===== config.mk =====
export PLATFORM = sky130hd
export DESIGN_NAME = windowed_watchdog_timer
export DESIGN_NICKNAME = d
export VERILOG_FILES = /design/src/hw/wdt_pkg.sv /design/src/hw/osc_tick_gen.sv /design/src/hw/windowed_watchdog_timer.sv
export VERILOG_INCLUDE_DIRS = /design/src /design/src/hw
export SDC_FILE = /design/constraint.sdc
export NUM_CORES = 1
export LEC_CHECK = 0
export BUFFER_PORTS_ARGS = -buffer_cell sky130_fd_sc_hd__clkbuf_2
export CAP_MARGIN = 5
export CORE_ASPECT_RATIO = 1.1
export CORE_MARGIN = 2
export CORE_UTILIZATION = 45
export CTS_CLUSTER_DIAMETER = 150
export DETAILED_ROUTE_END_ITERATION = 7
export SYNTH_ARGS = -nofsm -noshare
export SYNTH_HDL_FRONTEND = slang
export SYNTH_SLANG_ARGS = --single-unit

===== constraint.sdc =====
create_clock -name clk -period 7.4 [get_ports clk]
set_input_delay 1.11 -clock clk [delete_from_list [all_inputs] [get_ports clk]]
set_output_delay 1.11 -clock clk [all_outputs]
set_load 0.02 [all_outputs]

===== src/hw/wdt_defs.svh =====
// Purpose: Constants of the windowed watchdog timer
// Assumes: 250 MHz system clock, 32 kHz nominal oscillator
// Notes:   Definitions only
`ifndef WDT_DEFS_SVH
`define WDT_DEFS_SVH

// ****************************************************************
// Clock figures
// ****************************************************************
`define WDT_CLK_HZ 250000000
`define WDT_OSC_HZ 32000
// Oscillator period in system clocks, rounded down
`define WDT_OSC_DIV (`WDT_CLK_HZ / `WDT_OSC_HZ)
`define WDT_OSC_CNT_W 13

// ****************************************************************
// Prescaler and postscaler
// ****************************************************************
`define WDT_PRE_DIV_SHORT 22'h000020
`define WDT_PRE_DIV_LONG 22'h000080
`define WDT_BASE_PERIOD_SHORT_MS 1
`define WDT_BASE_PERIOD_LONG_MS 4
`define WDT_POST_W 4
`define WDT_ELAPSED_W 22

`endif


===== src/hw/wdt_pkg.sv =====
// Purpose: Types of the windowed watchdog timer
// Assumes: wdt_defs.svh gives the widths
// Notes:   State of each module is one packed struct
`include "wdt_defs.svh"

package wdt_pkg;

  // ****************************************************************
  // Power state of the core as seen by the watchdog
  // ****************************************************************
  typedef enum logic [1:0] {
    ST_RUN = 2'b00,
    ST_SLEEP = 2'b01,
    ST_IDLE = 2'b10
  } pm_state_t;

  // ****************************************************************
  // Oscillator tick generator state
  // ****************************************************************
  typedef struct packed {
    logic [`WDT_OSC_CNT_W-1:0] cnt;
    logic tick;
  } osc_state_t;

  // ****************************************************************
  // Watchdog state
  // ****************************************************************
  typedef struct packed {
    pm_state_t pm;
    logic [`WDT_ELAPSED_W-1:0] elapsed;
    logic soft_enable;
    logic osc_enable;
    logic timeout_flag;
    logic sleep_flag;
    logic idle_flag;
    logic reset_req;
    logic wake_req;
  } wdt_state_t;

endpackage


===== src/hw/osc_tick_gen.sv =====
// Purpose: One-cycle tick at the low-power oscillator rate
// Assumes: Oscillator modelled as a divider of the system clock
// Notes:   Restart zeroes the phase so a new count starts whole
`timescale 1ns/10ps
`default_nettype none
`include "wdt_defs.svh"

module osc_tick_gen
  import wdt_pkg::*;
#(
  parameter int OSC_DIV = `WDT_OSC_DIV
) (
  // Clock and reset
  input wire logic clk,
  input wire logic rst,
  // Control
  input wire logic enable,
  input wire logic restart,
  // Tick out
  output logic tick
);

  osc_state_t cur_reg;
  osc_state_t cur_next;

  // Phase counter, runs only while the oscillator is on
  always_comb begin
    cur_next = cur_reg;
    cur_next.tick = 1'b0;
    if (!enable || restart) begin
      cur_next.cnt = '0;
    end else if (cur_reg.cnt == `WDT_OSC_CNT_W'(OSC_DIV - 1)) begin
      cur_next.cnt = '0;
      cur_next.tick = 1'b1;
    end else begin
      cur_next.cnt = cur_reg.cnt + `WDT_OSC_CNT_W'(1);
    end
  end

  // State register
  always_ff @(posedge clk) begin
    if (rst) begin
      cur_reg <= '0;
    end else begin
      cur_reg <= cur_next;
    end
  end

  assign tick = cur_reg.tick;

endmodule // osc_tick_gen

`default_nettype wire


===== src/hw/windowed_watchdog_timer.sv =====
// Purpose: Windowed watchdog timer with prescaler and postscaler
// Assumes: Single 250 MHz clock; oscillator modelled by a tick divider
// Notes:   Configuration and control bits are plain ports
`timescale 1ns/10ps
`default_nettype none
`include "wdt_defs.svh"

module windowed_watchdog_timer
  import wdt_pkg::*;
#(
  parameter int OSC_DIV = `WDT_OSC_DIV
) (
  // Clock and device reset
  input wire logic clk,
  input wire logic rst,
  // Configuration word fields
  input wire logic hard_enable_fuse,
  input wire logic window_disable,
  input wire logic prescale_select,
  input wire logic [`WDT_POST_W-1:0] postscale_select,
  // Soft enable write port
  input wire logic soft_enable_wr,
  input wire logic soft_enable_wdata,
  // Core events, one-cycle pulses
  input wire logic clear_watchdog_instr,
  input wire logic power_save_instr,
  input wire logic power_save_idle,
  input wire logic clock_switch_done,
  input wire logic wake_event,
  // Software clears of status flags
  input wire logic timeout_flag_clr,
  input wire logic sleep_flag_clr,
  input wire logic idle_flag_clr,
  // Status and requests
  output logic soft_enable,
  output logic osc_enable,
  output logic timeout_flag,
  output logic sleep_flag,
  output logic idle_flag,
  output logic in_sleep,
  output logic in_idle,
  output logic wdt_reset_req,
  output logic wake_req
);

  // ****************************************************************
  // Period decoding
  // ****************************************************************

  // Full period in oscillator ticks: prescale ratio shifted by code
  function automatic logic [`WDT_ELAPSED_W-1:0] period_of(
    input logic pre,
    input logic [`WDT_POST_W-1:0] post
  );
    logic [`WDT_ELAPSED_W-1:0] base;
    base = pre ? `WDT_PRE_DIV_LONG : `WDT_PRE_DIV_SHORT;
    return base << post;
  endfunction

  // ****************************************************************
  // Declarations
  // ****************************************************************
  wdt_state_t cur_reg;
  wdt_state_t cur_next;
  logic run;
  logic tick;
  logic in_run;
  logic [`WDT_ELAPSED_W-1:0] period;
  logic [`WDT_ELAPSED_W-1:0] last_count;
  logic [`WDT_ELAPSED_W-1:0] window_start;
  logic expire;
  logic win_open;
  logic good_clear;
  logic early_clear;
  logic enter_ps;
  logic leave_ps;
  logic restart;

  // ****************************************************************
  // Enable and oscillator tick
  // ****************************************************************

  // Fuse forces running, otherwise the soft bit decides
  assign run = hard_enable_fuse | cur_reg.soft_enable;

  // Oscillator divider, phase cleared on every restart
  osc_tick_gen #(
    .OSC_DIV(OSC_DIV)
  ) u_osc (
    .clk(clk),
    .rst(rst),
    .enable(run),
    .restart(restart),
    .tick(tick)
  );

  // ****************************************************************
  // Event decoding
  // ****************************************************************

  // Period, last count and start of the last quarter
  assign period = period_of(prescale_select, postscale_select);
  assign last_count = period - `WDT_ELAPSED_W'(1);
  // Taken from the last count: the top period wraps to zero in this width
  assign window_start = last_count - (last_count >> 2);

  // Counter reaches its last count on an oscillator tick
  assign in_run = (cur_reg.pm == ST_RUN);
  assign expire = run & tick & (cur_reg.elapsed == last_count);
  assign win_open = (cur_reg.elapsed >= window_start);

  // Clear allowed in run at any count in non-window mode, late only in window mode
  assign good_clear = in_run & clear_watchdog_instr & (window_disable | win_open);
  assign early_clear = run & in_run & clear_watchdog_instr & ~window_disable & ~win_open;

  // Power-save entry and exit
  assign enter_ps = in_run & power_save_instr;
  assign leave_ps = ~in_run & (expire | wake_event);

  // Any event that starts the count from zero
  assign restart = clock_switch_done
                 | good_clear
                 | enter_ps
                 | leave_ps
                 | expire
                 | ~run;

  // ****************************************************************
  // Next state
  // ****************************************************************

  // Counter, power state, flags and one-cycle requests
  always_comb begin
    cur_next = cur_reg;
    cur_next.reset_req = 1'b0;
    cur_next.wake_req = 1'b0;
    cur_next.osc_enable = run;

    // Soft enable written by software
    if (soft_enable_wr) begin
      cur_next.soft_enable = soft_enable_wdata;
    end

    // Elapsed tick count, prescaler in the low bits
    if (restart) begin
      cur_next.elapsed = '0;
    end else if (tick) begin
      cur_next.elapsed = cur_reg.elapsed + `WDT_ELAPSED_W'(1);
    end

    // Software clears first so that a set in the same cycle wins
    if (timeout_flag_clr) begin
      cur_next.timeout_flag = 1'b0;
    end
    if (sleep_flag_clr) begin
      cur_next.sleep_flag = 1'b0;
    end
    if (idle_flag_clr) begin
      cur_next.idle_flag = 1'b0;
    end

    // Power state sequencing
    case (cur_reg.pm)
      ST_RUN: begin
        if (expire || early_clear) begin
          cur_next.reset_req = 1'b1;
          cur_next.timeout_flag = 1'b1;
        end else if (power_save_instr) begin
          if (power_save_idle) begin
            cur_next.pm = ST_IDLE;
            cur_next.idle_flag = 1'b1;
          end else begin
            cur_next.pm = ST_SLEEP;
            cur_next.sleep_flag = 1'b1;
          end
        end
      end
      ST_SLEEP, ST_IDLE: begin
        if (expire) begin
          cur_next.wake_req = 1'b1;
          cur_next.timeout_flag = 1'b1;
          cur_next.pm = ST_RUN;
        end else if (wake_event) begin
          cur_next.pm = ST_RUN;
        end
      end
      default: begin
        cur_next.pm = ST_RUN;
      end
    endcase
  end

  // ****************************************************************
  // State register
  // ****************************************************************

  // Device reset clears everything, soft enable included
  always_ff @(posedge clk) begin
    if (rst) begin
      cur_reg <= '0;
    end else begin
      cur_reg <= cur_next;
    end
  end

  // ****************************************************************
  // Outputs
  // ****************************************************************

  // All taken straight from the state register
  assign soft_enable = cur_reg.soft_enable;
  assign osc_enable = cur_reg.osc_enable;
  assign timeout_flag = cur_reg.timeout_flag;
  assign sleep_flag = cur_reg.sleep_flag;
  assign idle_flag = cur_reg.idle_flag;
  assign in_sleep = (cur_reg.pm == ST_SLEEP);
  assign in_idle = (cur_reg.pm == ST_IDLE);
  assign wdt_reset_req = cur_reg.reset_req;
  assign wake_req = cur_reg.wake_req;
endmodule // windowed_watchdog_timer

`default_nettype wire


==> results.toml, run 1 <==
[outcome]
status = "complete, no violations"

[clock_tree]
cts_max_path_buffers = 2
ctsHoldBuffers = 0
worstSkewPairLatency_ns = 0.30
post_cts.repair.setup_buffers = 0
clock-root-buffer = "clkbuf_8"
cts_buffers = 5
cts_sinks = 45
cts_tree = "done"
htreeDepth = 2
cts-resized-gates = 0
clk_pin_slew_worst_paths_ns = 0.08

[die]
die_x_um = 92.7
core_area_um2 = 8410
io_pins = 28
num_rows = 35
start_util = 0.464
die_y_um = 102
die-area_um2 = 9420

[place]
portBuffers = 27
dp_slack_ns = 0.433
hpwlAfterDp_um = 7180
place_congestion = 0.885
placed_area_um2 = 4110

[timing]
fin_skew_ns = 0.00824
relSlewSlack = 0.551
fin_crit_ns = 6.70
tightestPinTransition_ns = 0.669
setup_violations = 0
fin_setup_tns_ns = 0
slew_viol_final = 0
max_freq_ghz = 0.149
rsz0062_at_grt = "no"
layout_worst_path_cycle_share = 0.906
setup_slack_ns = 0.697
hold_viol = 0

[power_and_ir_drop]
power_density_nw_per_um2 = 139
ir_drop_mv = 0.0935
leakagePower_nw = 1.64

[global_route]
antenna_found_initial = 0
grt_max_degree = 24
grt_overflow_total = 0
grt_pass1_vias = 3177
grt_pass1_wl_um = 15700
gr-usage-all-layers = 0.204

[synth]
syn-num-nets = 545
synth_top_cell_area_share = 0.231
synthArstFlopShare = 0
ys_top_cells_by_area = "dfxtp_1 (23%), ha_1 (12%), xor2_1 (6.5%)"
seq_area_frac_synth = 0.231
yosys_warnings = 0
avgSynthCellArea_um2 = 7.95
ys_ff_latch = 45
ys_types = 70
synth_top_area_cell = "dfxtp_1"
synth_edf_count = 0
ys.flop_type = "dfxtp_1"
syn-cell-area_um2 = 3900
synthCells = 490

[layout]
drive_above_1_share = 0.126
n_antenna_cell = 0
syn_to_final_growth_pct = 7.54
nNetsFinal = 568
largest_reg_flops = 24
finalInstanceArea_um2 = 4190

[routing]
wl_met2_um = 4320
avgRoutedWirePerCell_um = 14.8
top_layer = "met4"
ant_nets = 0
finalWirelength_um = 9240
met3_length_um = 274
drtIter0Drc = 151
via_per_inst = 5.57
vias = 3483
drt-met1-wl_um = 4590
dr.pass1.iters = 4
drcViolationCount = 0

[setup_path]
reg2reg_from = "cur_reg[23]"
critical_path_required_ns = 7.63
critPathKind = "in2reg"
critPathMaxStageDelay_ns = 0.45
path_max_fanout = 20
timing.rr.end = "cur_reg[7]"
cp-start-kind = "primary input"
rr_worst_depth = 8
crit_buf_inv = 4
critical_path.endpoint_type = "flop"
slowest_stage = "or2_1"
rrSetupSlack_ns = 4.47
cp_data_arrival_time_ns = 6.93
setup.worst_path.start = "prescale_select"
cp.depth = 27
critPathCapture = "cur_reg[7]"
cp_top_family = "simple AND/OR/NAND/NOR gates"

[job]
cap_viol_max_count = 0

[min_path]
hold_path_class = "reg2reg"
-- cells in the mapped netlist (10+ instances only) --
master / instances
xnor2_1: 26
o21ai_0: 19
nand3_1: 18
nor3_1: 10
inv_1: 26
nand4_1: 11
nor2_1: 61
xor2_1: 29
ha_1: 36
and3_1: 14
nand2_1: 37
dfxtp_1: 45
a21oi_1: 24
-- layer usage --
| layer | GRT usage | vias to the layer above |
|---|---|---|
| li1 | - | 1799 |
| met1 | 0.289 | 1624 |
| met2 | 0.336 | 52 |
| met3 | 0.0298 | 8 |
| met4 | 0.0362 | 0 |
| met5 | 0 | - |
-- power by group --
part           switching, mW  internal [mW]  total [mW]
sequential           0.00210          0.245       0.247
combinational          0.111         0.0749       0.186
clock                 0.0819         0.0656       0.147
-- cells in the final DEF (no fill, tap or decap), types with 4 or more instances in the layout --
master and count:
nor2_1 61, dfxtp_1 45, nand2_1 37, ha_1 36, xor2_1 29, clkbuf_2 27
inv_1 26, xnor2_1 26, a21oi_1 24, o21ai_0 19, nand3_1 18, and3_1 14
nand4_1 11, nor3_1 10, buf_4 10, nand2b_1 7, o211ai_1 6, nor3_2 6
nor3b_1 5, nand3b_1 5, a31oi_1 5, o31ai_1 5, clkbuf_8 5, o21bai_1 4
nor2b_1 4
-- tightest hold or removal path, delay by kind of cell, from the launching register on --
family	cells	cell delay (ns)
flops	1	0.32
compound gates	1	0.05
simple gates	1	0.06
-- per-stage QoR --
| stage | total power, mW | cells | util | hold WS [ns] |
|---|---|---|---|---|
| final | 0.581 | 625 | 0.499 | 0.478 |
| after global routing | 0.619 | 625 | 0.499 | 0.511 |
| after CTS | 0.585 | 625 | 0.499 | 0.477 |
| after detailed placement | 0.438 | 617 | 0.489 | 0.466 |
| after global placement | 0.435 | 617 | 0.489 | 0.457 |
| after floorplan | 0.397 | 490 | - | 0.452 |
-- kinds of logic (layout without fill, tap and decap cells) --
family	after synthesis	after routing	synth area share
xor+xnor	57	57	0.132
simple gates	200	200	0.271
mux	3	3	0.00770
fa+ha+maj	37	37	0.118
buf+inv	47	71	0.0603
flops	45	45	0.231
compound gates	101	101	0.179
-- final cells by class --
class / instances / area [um^2]
repair buffers: 37 / 210
clock inverters: 2 / 10.0
fillers: 846 / 4220
well taps: 111 / 139
flip-flops and latches: 45 / 901
inverters: 26 / 97.6
clock buffers: 6 / 72.6
multi-input cells: 398 / 2760
-- worst min-delay path by stage --
stage                          start          endpoint  slack, ns  cells past startpoint
floorplan           u_osc.cur_reg[1]  u_osc.cur_reg[1]       0.45                      1
global placement        timeout_flag      timeout_flag       0.46                      2
detailed placement         idle_flag         idle_flag       0.47                      2
CTS                        idle_flag         idle_flag       0.48                      2
global route               idle_flag         idle_flag       0.51                      2
finish                     idle_flag         idle_flag       0.48                      2
Power figures use the tool's default switching activity.
==> run 2, diff against run 1 <==
- ABC_AREA: not set -> 1
==> results.toml, run 2 <==
[outcome]
status = "complete, no violations"

[synth]
synthCells = 678
ys_types = 39
synthArstFlopShare = 0
synthTopCellsByCount = "nand2_1 (164), inv_1 (83), nor2_1 (68)"
synth_most_common_cell = "nand2_1"
ys_top_cells_by_area = "dfxtp_1 (21%), nand2_1 (14%), ha_1 (10%)"
syn-num-nets = 733
ys.flop_type = "dfxtp_1"
synth_top_cell_area_share = 0.208
yosys_warnings = 0
ys_ff_latch = 45
synth_edf_count = 0
synth_top_area_cell = "dfxtp_1"
seq_area_frac_synth = 0.208
avgSynthCellArea_um2 = 6.40
syn-cell-area_um2 = 4340

[setup_path]
timing.rr.end = "cur_reg[25]"
rr_worst_depth = 11
cp-start-kind = "primary input"
cp_data_arrival_time_ns = 6.36
critPathKind = "in2reg"
critical_path_required_ns = 7.60
reg2reg_from = "cur_reg[12]"
critPathMaxStageDelay_ns = 0.76
path_max_fanout = 23
slowest_stage = "a2111oi_0"
rrSetupSlack_ns = 4.57
critical_path.endpoint_type = "flop"
critPathMostFrequentCell = "nand2_1"

[clock_tree]
cts_buffers = 5
htreeDepth = 2
cts_max_path_buffers = 2
ctsHoldBuffers = 0
cts_sinks = 45
post_cts.repair.setup_buffers = 0
cts-resized-gates = 0
clk_pin_slew_worst_paths_ns = 0.08
cts_tree = "done"
worstSkewPairLatency_ns = 0.29
clock-root-buffer = "clkbuf_8"

[routing]
via_per_inst = 5.28
dr.pass1.iters = 5
drtIter0Drc = 172
finalWirelength_um = 11000
drcViolationCount = 0
vias = 4345
avgRoutedWirePerCell_um = 13.3
ant_nets = 0

[die]
die_x_um = 97.6
io_pins = 28
die-area_um2 = 10400
num_rows = 37
die_y_um = 107
core_area_um2 = 9350
start_util = 0.464

[power_and_ir_drop]
leakagePower_nw = 2.19
p_switching_mw = 0.287
p_int_mw = 0.424
pwr-share-comb = 0.446
ir_drop_mv = 0.126
seq_power_share = 0.348
power_density_nw_per_um2 = 153
clkPwrFrac = 0.206
switching_share = 0.403
p_total_mw = 0.711

[min_path]
whs_endpoint = "u_osc.cur_reg[1]"
hold_path_depth = 1
min_from = "u_osc.cur_reg[1]"
hold_path_class = "reg2reg"

[layout]
syn_to_final_growth_pct = 7.18
instances_no_fill = 823
drive_above_1_share = 0.142
layout_common_cells = "nand2_1 (164), inv_1 (83), nor2_1 (68)"
postLayoutCoreUtil = 0.497
final_common_cell = "nand2_1"
nNetsFinal = 760
largest_reg_flops = 24
n_antenna_cell = 0

[timing]
fin_crit_ns = 6.16
layout_worst_path_cycle_share = 0.832
hold_viol = 0
fin_setup_tns_ns = 0
fin_hold_ws_ns = 0.453
setup_violations = 0
fin_skew_ns = 0.00570
tightestPinTransition_ns = 0.801
slew_viol_final = 0
rsz0062_at_grt = "no"
relSlewSlack = 0.452
max_freq_ghz = 0.162

[place]
place_congestion = 0.949
dp.cells = 815
hpwlAfterDp_um = 9210
portBuffers = 27

[job]
cap_viol_max_count = 0

[global_route]
gr-usage-all-layers = 0.221
grt_pass1_vias = 4347
grt_max_degree = 24
grt_pass1_wl_um = 19300
grt_overflow_total = 0
antenna_found_initial = 0
==> run 2: cell count changes after synthesis, sizes merged, moves of 14 or more <==
cell	change
and3	-14
inv	+65
nand2	+144
nand3	+53
nor2	+27
xnor2	-15
==> run 2: cell type report <==
| class | instances | area (um^2) |
|---|---|---|
| fill | 1005 | 4700 |
| multi-input combinational | 535 | 3040 |
| sequential | 45 | 901 |
| inverter | 91 | 342 |
| tap | 117 | 146 |
| timing repair buffer | 27 | 135 |
| clock buffer | 5 | 68.8 |
| clock inverter | 3 | 17.5 |
==> run 2: kinds of logic after synthesis <==
family                     synth area share
AOI/OAI and AO/OA                    0.0900
buffers and inverters                0.0917
adders and majority gates             0.104
DFF                                   0.208
xor gates and xnor gates             0.0707
and+or+nand+nor                       0.436
==> run 2: power by group through the flow <==
stage	Clock, mW	Combinational, mW	Sequential (mW)
after floorplan	0	0.243	0.255
after global placement	0	0.311	0.253
after detailed placement	0	0.314	0.253
after CTS	0.153	0.315	0.247
after global routing	0.165	0.362	0.247
final	0.147	0.317	0.247
==> run 2: worst max path at each step <==
| stage | from | slack, ns | end |
|---|---|---|---|
| floorplan | postscale_select[0] | 2.23 | cur_reg[27] |
| global placement | postscale_select[0] | 1.05 | cur_reg[17] |
| detailed placement | postscale_select[0] | 0.83 | cur_reg[25] |
| CTS | postscale_select[0] | 1.16 | cur_reg[25] |
| global route | postscale_select[0] | 0.66 | cur_reg[17] |
| finish | postscale_select[0] | 1.24 | cur_reg[25] |
==> run 2: metrics by stage <==
step	worst slack [ns]	area [um^2]
floorplan	2.23	4340
global placement	1.05	4560
detailed placement	0.826	4560
CTS	1.16	4650
global route	0.664	4650
finish	1.24	4650
==> run 2: critical path: cells and delay by family <==
kind	cells	cell delay [ns]
compound gates	4	1.31
buf+inv	3	0.36
simple gates	18	2.62
fa+ha+maj	3	0.93
==> run 2: layer usage <==
layer,track usage,routed length [um]
met2,0.399,5310
met4,0.100,405
met1,0.268,4890
met5,0,0
met3,0.0189,374
==> run 3, diff against run 2 <==
- clock period: 7.4 -> 5.9 ns (I/O delays scaled with it)
==> results.toml, run 3 (same netlist as run 2, synthesis figures left out) <==
[power_and_ir_drop]
leakagePower_nw = 2.22
clkPwrFrac = 0.250
pwr-share-comb = 0.424
ir_drop_mv = 0.209
switching_share = 0.379
p_int_mw = 0.589
seq_power_share = 0.326
p_switching_mw = 0.360
power_density_nw_per_um2 = 201

[routing]
avgRoutedWirePerCell_um = 13.6
ant_nets = 0
finalWirelength_um = 11200
drcViolationCount = 0
dr.pass1.iters = 5
vias = 4390
drtIter0Drc = 174
via_per_inst = 5.31

[min_path]
hold_path_class = "reg2reg"
whs_endpoint = "u_osc.cur_reg[1]"
min_from = "u_osc.cur_reg[1]"
hold_path_depth = 1

[global_route]
grt_pass1_vias = 4284
grt_max_degree = 24
gr-usage-all-layers = 0.224
antenna_found_initial = 0
grt_pass1_wl_um = 19200
grt_overflow_total = 0

[setup_path]
crit_buf_inv = 5
slowest_stage = "a2111oi_1"
critical_path_required_ns = 6.12
critPathMaxStageDelay_ns = 0.43
cp-start-kind = "primary input"
rr_worst_depth = 17
cp_data_arrival_time_ns = 5.56
reg2reg_from = "cur_reg[7]"
path_max_fanout = 23
critPathKind = "in2reg"
cp_top_family = "simple AND/OR/NAND/NOR gates"
rrSetupSlack_ns = 3.19
timing.rr.end = "cur_reg[17]"
critical_path.endpoint_type = "flop"
critPathMostFrequentCell = "nand2_1"

[clock_tree]
cts_tree = "done"
worstSkewPairLatency_ns = 0.29
cts_max_path_buffers = 2
clock-root-buffer = "clkbuf_8"
htreeDepth = 2
clk_pin_slew_worst_paths_ns = 0.08
cts_buffers = 5
cts_sinks = 45

[timing]
fin_crit_ns = 5.34
tightestPinTransition_ns = 0.591
max_freq_ghz = 0.187
hold_viol = 0
slew_viol_final = 0
setup_slack_ns = 0.559
fin_skew_ns = 0.00450
setup_violations = 0
layout_worst_path_cycle_share = 0.905
relSlewSlack = 0.602
rsz0062_at_grt = "no"
fin_setup_tns_ns = 0

[layout]
syn_to_final_growth_pct = 8.71
instances_no_fill = 827
layout_common_cells = "nand2_1 (164), inv_1 (83), nor2_1 (68)"
nNetsFinal = 764
drive_above_1_share = 0.145
final_common_cell = "nand2_1"
finalInstanceArea_um2 = 4710
n_antenna_cell = 0
largest_reg_flops = 24

[place]
hpwlAfterDp_um = 9550
dp_slack_ns = 0.184
placed_area_um2 = 4590
dp.cells = 819
place_congestion = 0.962
portBuffers = 27

[die]
core_area_um2 = 9350
num_rows = 37
die_y_um = 107
die_x_um = 97.6
io_pins = 28
start_util = 0.464
die-area_um2 = 10400

[outcome]
status = "complete, no violations"

[job]
cap_viol_max_count = 0
==> run 3: worst max path at each step <==
stage	from	endpoint	slack [ns]	cells after the start
finish	postscale_select[3]	cur_reg[25]	0.56	29
global route	postscale_select[3]	cur_reg[21]	0.05	29
CTS	prescale_select	cur_reg[25]	0.49	30
detailed placement	prescale_select	cur_reg[25]	0.18	30
global placement	prescale_select	cur_reg[17]	0.35	30
floorplan	postscale_select[0]	cur_reg[27]	0.96	29
==> run 3: repair_timing <==
| action | in CTS | in global routing |
|---|---|---|
| endpoints found under the setup margin | 0 | 5 |
| hold buffers | 0 | 0 |
| buffers inserted | 0 | 0 |
| resized for setup | 0 | 2 |
==> run 3: worst reg2reg max path, cell delays in order, from the launching register on <==
cell,delay [ns]
dfxtp_1,0.38
ha_1,0.16
nand2_1,0.08
nor2_1,0.14
nand2_1,0.06
inv_1,0.12
o21ai_0,0.10
inv_1,0.09
nand2_1,0.05
nor3b_1,0.20
nand4_1,0.14
nor3_1,0.18
nand2_1,0.08
nor3_1,0.16
nand3_1,0.20
nand3_2,0.10
buf_4,0.28
nor3_1,0.08
==> run 3: power by group through the flow <==
| stage | Combinational, mW | Clock (mW) | Sequential (mW) |
|---|---|---|---|
| after detailed placement | 0.396 | 0 | 0.317 |
| after CTS | 0.398 | 0.248 | 0.310 |
| after global placement | 0.394 | 0 | 0.317 |
| final | 0.402 | 0.237 | 0.310 |
| after global routing | 0.453 | 0.257 | 0.310 |
| after floorplan | 0.305 | 0 | 0.320 |
==> run 3: cell type report <==
class / instances / area (um^2)
Fill cell: 967 / 4640
Multi-Input combinational cell: 535 / 3040
Sequential cell: 45 / 901
Inverter: 91 / 342
Timing Repair Buffer: 31 / 165
Tap cell: 117 / 146
Clock buffer: 7 / 86.3
Clock inverter: 1 / 30.0
==> run 3: metal layers <==
layer / share of wire / up-vias / routed length (um) / global-route usage
met1: 0.44 / 1982 / 4890 / 0.270
met5: 0 / - / 0 / 0
met3: 0.031 / 30 / 351 / 0.0137
li1: - / 2275 / - / -
met4: 0.036 / 0 / 403 / 0.107
met2: 0.50 / 103 / 5570 / 0.406
==> run 3: through the flow <==
stage	power, mW	hold slack (ns)	utilization
floorplan	0.625	0.418	-
global placement	0.711	0.426	0.491
detailed placement	0.713	0.443	0.491
CTS	0.956	0.455	0.503
global route	1.02	0.475	0.504
finish	0.949	0.451	0.504
